==> config.mk <==
export PLATFORM = sky130hd
export DESIGN_NAME = isf_status
export DESIGN_NICKNAME = d
export VERILOG_FILES = /design/src/isf_pkg.sv /design/src/isf_status.sv
export SDC_FILE = /design/constraint.sdc
export NUM_CORES = 1
export LEC_CHECK = 0
export BUFFER_PORTS_ARGS = -buffer_cell sky130_fd_sc_hd__buf_4
export CAP_MARGIN = 15
export CELL_PAD_IN_SITES_DETAIL_PLACEMENT = 2
export CELL_PAD_IN_SITES_GLOBAL_PLACEMENT = 2
export CORE_UTILIZATION = 32
export CTS_CLUSTER_SIZE = 30
export DETAILED_ROUTE_END_ITERATION = 8
export HOLD_SLACK_MARGIN = 0.02
export PLACE_DENSITY = 0.75
export SYNTH_ARGS = -nofsm -noshare
export SYNTH_HDL_FRONTEND = slang
export SYNTH_SLANG_ARGS = --single-unit
==> constraint.sdc <==
create_clock -name core_clk -period 2.1 [get_ports core_clk]
set_input_delay 0.105 -clock core_clk [delete_from_list [all_inputs] [get_ports core_clk]]
set_output_delay 0.105 -clock core_clk [all_outputs]
set_load 0.02 [all_outputs]
==> src/isf_pkg.sv <==
// Constants and register layout for the I2C status flag block
package isf_pkg;
  localparam logic [15:0] STATUS_ADDR = 16'hffa9;
  localparam logic [15:0] CONTROL_ADDR = 16'hffa8;
  localparam logic [7:0] STATUS_RESET = 8'h00;
  localparam logic [7:0] CONTROL_RESET = 8'h00;
  // Status bit positions
  localparam int MASTER_BIT = 7;
  localparam int ARB_BIT = 6;
  localparam int EXT_BIT = 5;
  localparam int MATCH_BIT = 4;
  localparam int TX_BIT = 3;
  localparam int ACK_BIT = 2;
  localparam int START_BIT = 1;
  localparam int STOP_BIT = 0;
  // Control bit positions
  localparam int ENABLE_BIT = 7;
  localparam int EXIT_BIT = 6;
  localparam int WREL_BIT = 5;
  localparam int STOPREQ_BIT = 0;
  // Serial clock counts
  localparam logic [3:0] ADDR_CLK = 4'h8;
  localparam logic [3:0] ACK_CLK = 4'h9;
endpackage

==> src/isf_status.sv <==
// I2C status flag register with bus event detection
module isf_status (
  input wire logic core_clk,
  input wire logic rstn,
  input wire logic [15:0] cpu_addr,
  input wire logic cpu_rd,
  input wire logic cpu_wr,
  input wire logic cpu_bit,
  input wire logic [7:0] cpu_wdata,
  input wire logic [6:0] own_slave_address,
  input wire logic start_generated,
  input wire logic arb_lost,
  input wire logic scl_in,
  input wire logic sda_in,
  output logic [7:0] cpu_rdata_r,
  output logic stop_request_r,
  output logic data_drive_en_r,
  output logic enable_r
);
  logic [2:0] scl_s_r, sda_s_r;
  logic scl_f_r, sda_f_r;
  logic scl_rise, scl_fall, start_det, stop_det;
  logic [3:0] clk_cnt_r;
  logic first_byte_r;
  logic [7:0] addr_sh_r;
  logic exit_r, wrel_r, enable_fall;
  logic master_active_flag_r, arbitration_lost_flag_r, extension_code_flag_r;
  logic address_match_flag_r, transmit_state_flag_r, ack_detected_flag_r;
  logic start_detected_flag_r, stop_detected_flag_r;
  logic [7:0] status;
  logic ctl_wr, stat_rd, other_bit, eighth, ninth, clr_common;

  // Three-stage pin synchronisers
  always_ff @(posedge core_clk or negedge rstn) begin
    if (!rstn) begin
      scl_s_r <= 3'h7;
      sda_s_r <= 3'h7;
    end else begin
      scl_s_r <= {scl_s_r[1:0], scl_in};
      sda_s_r <= {sda_s_r[1:0], sda_in};
    end
  end

  // Accept level once stages two and three agree
  always_ff @(posedge core_clk or negedge rstn) begin
    if (!rstn) begin
      scl_f_r <= 1'b1;
      sda_f_r <= 1'b1;
    end else begin
      if (scl_s_r[1] == scl_s_r[2]) scl_f_r <= scl_s_r[2];
      if (sda_s_r[1] == sda_s_r[2]) sda_f_r <= sda_s_r[2];
    end
  end

  // Bus edges and conditions
  assign scl_rise = (scl_s_r[1] == scl_s_r[2]) && scl_s_r[2] && !scl_f_r;
  assign scl_fall = (scl_s_r[1] == scl_s_r[2]) && !scl_s_r[2] && scl_f_r;
  assign start_det = enable_r && scl_f_r && sda_f_r && (sda_s_r[1] == sda_s_r[2])
    && !sda_s_r[2];
  assign stop_det = enable_r && scl_f_r && !sda_f_r && (sda_s_r[1] == sda_s_r[2])
    && sda_s_r[2];
  assign eighth = enable_r && scl_rise && clk_cnt_r == isf_pkg::ADDR_CLK - 4'h1;
  assign ninth = enable_r && scl_rise && clk_cnt_r == isf_pkg::ADDR_CLK;

  // CPU access decode
  assign ctl_wr = cpu_wr && cpu_addr == isf_pkg::CONTROL_ADDR;
  assign stat_rd = cpu_rd && cpu_addr == isf_pkg::STATUS_ADDR;
  assign other_bit = cpu_bit && cpu_addr != isf_pkg::STATUS_ADDR;
  assign enable_fall = ctl_wr && enable_r && !cpu_wdata[isf_pkg::ENABLE_BIT];
  assign clr_common = exit_r || enable_fall;

  // Serial clock counter; holds nine through the wait after the ninth clock
  always_ff @(posedge core_clk or negedge rstn) begin
    if (!rstn) begin
      clk_cnt_r <= 4'h0;
      first_byte_r <= 1'b0;
    end else if (start_det || stop_det || !enable_r) begin
      clk_cnt_r <= 4'h0;
      first_byte_r <= start_det;
    end else if (scl_rise) begin
      clk_cnt_r <= (clk_cnt_r == isf_pkg::ACK_CLK) ? 4'h1 : clk_cnt_r + 4'h1;
    end else if (scl_fall && clk_cnt_r == isf_pkg::ACK_CLK) begin
      first_byte_r <= 1'b0;
    end
  end

  // Received address shifter
  always_ff @(posedge core_clk or negedge rstn) begin
    if (!rstn) addr_sh_r <= 8'h00;
    else if (scl_rise && first_byte_r) addr_sh_r <= {addr_sh_r[6:0], sda_f_r};
  end

  // Control register; exit and wait release self-clear
  always_ff @(posedge core_clk or negedge rstn) begin
    if (!rstn) begin
      enable_r <= isf_pkg::CONTROL_RESET[isf_pkg::ENABLE_BIT];
      exit_r <= 1'b0;
      wrel_r <= 1'b0;
      stop_request_r <= 1'b0;
    end else begin
      if (ctl_wr) enable_r <= cpu_wdata[isf_pkg::ENABLE_BIT];
      exit_r <= ctl_wr && cpu_wdata[isf_pkg::EXIT_BIT];
      wrel_r <= ctl_wr && cpu_wdata[isf_pkg::WREL_BIT];
      stop_request_r <= ctl_wr && cpu_wdata[isf_pkg::STOPREQ_BIT]
        && master_active_flag_r;
    end
  end

  // Master active flag
  always_ff @(posedge core_clk or negedge rstn) begin
    if (!rstn) master_active_flag_r <= isf_pkg::STATUS_RESET[isf_pkg::MASTER_BIT];
    else if (stop_det || arb_lost || clr_common) master_active_flag_r <= 1'b0;
    else if (start_generated && enable_r) master_active_flag_r <= 1'b1;
  end

  // Arbitration lost flag; a new loss beats the read clear
  always_ff @(posedge core_clk or negedge rstn) begin
    if (!rstn) arbitration_lost_flag_r <= isf_pkg::STATUS_RESET[isf_pkg::ARB_BIT];
    else if (arb_lost && enable_r) arbitration_lost_flag_r <= 1'b1;
    else if (stat_rd || other_bit || enable_fall) arbitration_lost_flag_r <= 1'b0;
  end

  // Extension code and address match flags
  always_ff @(posedge core_clk or negedge rstn) begin
    if (!rstn) begin
      extension_code_flag_r <= isf_pkg::STATUS_RESET[isf_pkg::EXT_BIT];
      address_match_flag_r <= isf_pkg::STATUS_RESET[isf_pkg::MATCH_BIT];
    end else if (start_det || stop_det || clr_common) begin
      extension_code_flag_r <= 1'b0;
      address_match_flag_r <= 1'b0;
    end else if (eighth && first_byte_r) begin
      if (addr_sh_r[6:3] == 4'h0 || addr_sh_r[6:3] == 4'hf)
        extension_code_flag_r <= 1'b1;
      if (addr_sh_r[6:0] == own_slave_address)
        address_match_flag_r <= 1'b1;
    end
  end

  // Transmit state; wait release in ninth clock ends it
  always_ff @(posedge core_clk or negedge rstn) begin
    if (!rstn) transmit_state_flag_r <= isf_pkg::STATUS_RESET[isf_pkg::TX_BIT];
    else if (start_det || stop_det || clr_common || arb_lost) transmit_state_flag_r <= 1'b0;
    else if (wrel_r && clk_cnt_r == isf_pkg::ACK_CLK) transmit_state_flag_r <= 1'b0;
    else if (eighth && first_byte_r)
      transmit_state_flag_r <= master_active_flag_r ? !sda_f_r
        : (addr_sh_r[6:0] == own_slave_address) && sda_f_r;
  end

  // Data line drive follows transmit state
  always_ff @(posedge core_clk or negedge rstn) begin
    if (!rstn) data_drive_en_r <= 1'b0;
    else data_drive_en_r <= transmit_state_flag_r && !(wrel_r
      && clk_cnt_r == isf_pkg::ACK_CLK);
  end

  // Acknowledge, start and stop detection flags
  always_ff @(posedge core_clk or negedge rstn) begin
    if (!rstn) begin
      ack_detected_flag_r <= isf_pkg::STATUS_RESET[isf_pkg::ACK_BIT];
      start_detected_flag_r <= isf_pkg::STATUS_RESET[isf_pkg::START_BIT];
      stop_detected_flag_r <= isf_pkg::STATUS_RESET[isf_pkg::STOP_BIT];
    end else if (clr_common) begin
      ack_detected_flag_r <= 1'b0;
      start_detected_flag_r <= 1'b0;
      stop_detected_flag_r <= 1'b0;
    end else begin
      if (start_det || stop_det) ack_detected_flag_r <= 1'b0;
      else if (ninth) ack_detected_flag_r <= !sda_f_r;
      if (start_det) start_detected_flag_r <= 1'b1;
      else if (stop_det) start_detected_flag_r <= 1'b0;
      if (stop_det) stop_detected_flag_r <= 1'b1;
      else if (start_det) stop_detected_flag_r <= 1'b0;
    end
  end

  assign status = {master_active_flag_r, arbitration_lost_flag_r, extension_code_flag_r,
    address_match_flag_r, transmit_state_flag_r, ack_detected_flag_r,
    start_detected_flag_r, stop_detected_flag_r};

  // Read data; status is read-only, stop request reads 0
  always_ff @(posedge core_clk or negedge rstn) begin
    if (!rstn) cpu_rdata_r <= 8'h00;
    else if (stat_rd) cpu_rdata_r <= status;
    else if (cpu_rd && cpu_addr == isf_pkg::CONTROL_ADDR)
      cpu_rdata_r <= {enable_r, 7'h00};
    else if (cpu_rd) cpu_rdata_r <= 8'h00;
  end
endmodule

==> run summary <==
synthesis-stage register bit count = 41
asr flop ratio synth = 1.000
EDFF count, synth = 0
GRT Resource Usage Total = 0.1830
vias per cell = 5.175
Final nets = 274
Initial Utilization = 0.3400
multi-input logic area = 820.8 um^2
number of global-route vias before repair = 1807
CTS H-tree depth = 2
CP Launch Type = flop
Synthesized Nets = 219
placed insts = 289
crit path max fanout = 9
Setup CP Type = reg -> reg
met3 usage = 0.04114
Final Setup Violations = 0
Worst Tran Pin Value = 0.5231 ns
clk sink count = 41
worst min-delay path category = in -> reg
first-pass GRT wire length = 8769 um
most common flop cell mapped by yosys = dfrtp_1
Hold-fix buffers, CTS = 5
setup TNS = 0 ns
Crit path required time = 2.31 ns
largest net degree at the start of global routing = 42
drt total wl = 5179 um
period utilization = 0.8190
Crit. End Element = flop
Warnings, synthesis = 0
CTS tree = yes
share of layout cells above drive strength 1 = 0.3130
Antenna diodes = 0
Storage cell area = 1036 um^2
die width = 79.42 um
Syn Area/Cell = 11.02 um^2
relative slew slack = 0.6513
post-synth cell types = 40
final core utilization = 0.4449
DP Area = 2349 um^2
Final Instance Area = 2510 um^2
Worst-path clk slew = 0.08 ns
Die Y = 79.42 um
CP max stage delay = 0.55 ns
Cells after Synth = 174
Site Rows = 27
Die Area = 6308 um^2
Initial DRC Count = 32
most common cell after layout, fill and taps aside = buf_4
post_cts resized = 0
Clk Tree Root Cell = clkbuf_8
CTS buffer count = 5
# DRC = 0
clk buf depth = 2
max-slew violations = 0
Power, Total = 1.576 mW
GR peak layer = met2
post-CTS setup buffers = 0
DRT antenna net count = 0
total congestion overflow = 0
GR Util met2 = 0.3325
Slowest-stage cell, CP = dfstp_2
Skew-Pair Late Insertion Delay = 0.29 ns
Via Count = 1563
Area Overhead vs Synth = 30.85%
FILL cells = 583
status = completed
Worst Skew = 0.006069 ns
initial antenna violation count = 0
final cell count without fillers = 302
Period minus WS final = 1.720 ns
DP HPWL = 3805 um
Max VDD drop = 0.3081 mV
per-cell routed wire length = 17.15 um
Max-Cap Viols = 0
PwrDens = 627.9 nW/um^2
hold violation count in the final report = 0
Seq/Total Area, Yosys = 0.5401
unrepaired setup endpoints after global routing = no
Leak Pwr = 1.176 nW
WP data arrival = 1.93 ns
IO buf count = 46
Mapped Area = 1918 um^2
GP Congestion = 0.7498
fmax = 0.5814 GHz
GR Util met1 = 0.2099
core area = 5642 um^2
crit-path cells = ha_1, nand3b_1, buf_4, nor2_1, o211ai_1, nor3_1
IO Count = 51
drt pass-1 iters = 3
commonest non-fill, non-tap cells in the layout = 48 x buf_4, 33 x dfrtp_1, 10 x inv_1, 10 x nor2_1, 9 x o21ai_0
-- final timing paths --
kind                       slack (ns)          from  cells past startpoint                     to
setup reg to reg                 0.38    scl_s_r[1]                      6  transmit_state_flag_r
max in group asynchronous        1.40          rstn                      2                sda_f_r
setup / recovery                 0.38    scl_s_r[1]                      6  transmit_state_flag_r
hold / removal                   0.06  cpu_wdata[0]                      2         stop_request_r
hold reg to reg                  0.36    sda_s_r[0]                      0             sda_s_r[1]
min in group asynchronous        0.34          rstn                      2         stop_request_r
-- worst max-delay path: cells and delay by family, from the launching register on --
| kind | cells | cell delay [ns] |
|---|---|---|
| buffers and inverters | 1 | 0.21 |
| DFF | 1 | 0.55 |
| AOI/OAI and AO/OA | 1 | 0.13 |
| and+or+nand+nor | 3 | 0.54 |
| adders and majority gates | 1 | 0.19 |
-- where the power goes --
group          internal (mW)  leakage, nW  switching [mW]
registers              0.809        0.545          0.0203
logic                 0.0657        0.575          0.0537
clock network          0.357       0.0554           0.270
total                   1.23         1.18           0.344
-- registers in the layout, indices dropped and copies added, names as in the netlist --
register,flops
exit_r,1
clk_cnt_r,4
sda_s_r,3
stop_request_r,1
arbitration_lost_flag_r,1
enable_r,1
ack_detected_flag_r,1
data_drive_en_r,1
transmit_state_flag_r,1
wrel_r,1
stop_detected_flag_r,1
start_detected_flag_r,1
first_byte_r,1
scl_s_r,3
extension_code_flag_r,1
addr_sh_r,7
cpu_rdata_r,8
master_active_flag_r,1
scl_f_r,1
sda_f_r,1
address_match_flag_r,1
-- logic make-up after synthesis --
family | count (synthesis) | share of synthesized area
simple gates | 54 | 0.1631
compound gates | 41 | 0.1442
flops | 41 | 0.5401
buf+inv | 16 | 0.03196
mux | 9 | 0.05154
xor+xnor | 8 | 0.03653
fa+ha+maj | 5 | 0.03262
-- synth_stat cells, types with 3 or more instances --
cell,count,area (um^2)
nor3_1,4,20.02
clkbuf_1,4,15.01
o211ai_1,3,22.52
nand3_1,3,15.01
dfstp_2,8,210.2
ha_1,5,62.56
xor2_1,8,70.07
nand4_1,4,25.02
mux2_2,7,78.83
a31oi_1,3,18.77
nor2_1,10,37.54
a21oi_1,8,40.04
nor4_1,4,25.02
nand2_1,8,30.03
nand4b_1,3,26.28
nand3b_1,3,22.52
o21ai_0,9,45.04
dfrtp_1,33,825.8
a22o_1,7,61.31
inv_1,10,37.54
and2_1,3,18.77
a21boi_0,4,30.03
-- layer usage --
metal,part of all wire,wire length (um),vias to the layer above
li1,-,-,740
met1,0.42,2196,777
met2,0.52,2711,40
met3,0.041,210,6
met4,0.012,60,0
met5,0,0,-
-- through the flow --
step / hold slack [ns] / setup slack [ns]
final: 0.05998 / 0.3801
after global routing: 0.04798 / 0.2636
after CTS: 0.04519 / 0.3414
after detailed placement: 0.1187 / 0.3956
after global placement: 0.1112 / 0.4188
after floorplan: -0.1906 / 0.5369
-- cell type report --
cell class              count  area share
clock inverters             2     0.01545
flip-flops and latches     41      0.4128
inverters                  11     0.01645
repair buffers             53      0.1635
well taps                  72     0.03589
multi-input cells         117      0.3270
clock buffers               6     0.02891
(Power assumes the default switching activity.)
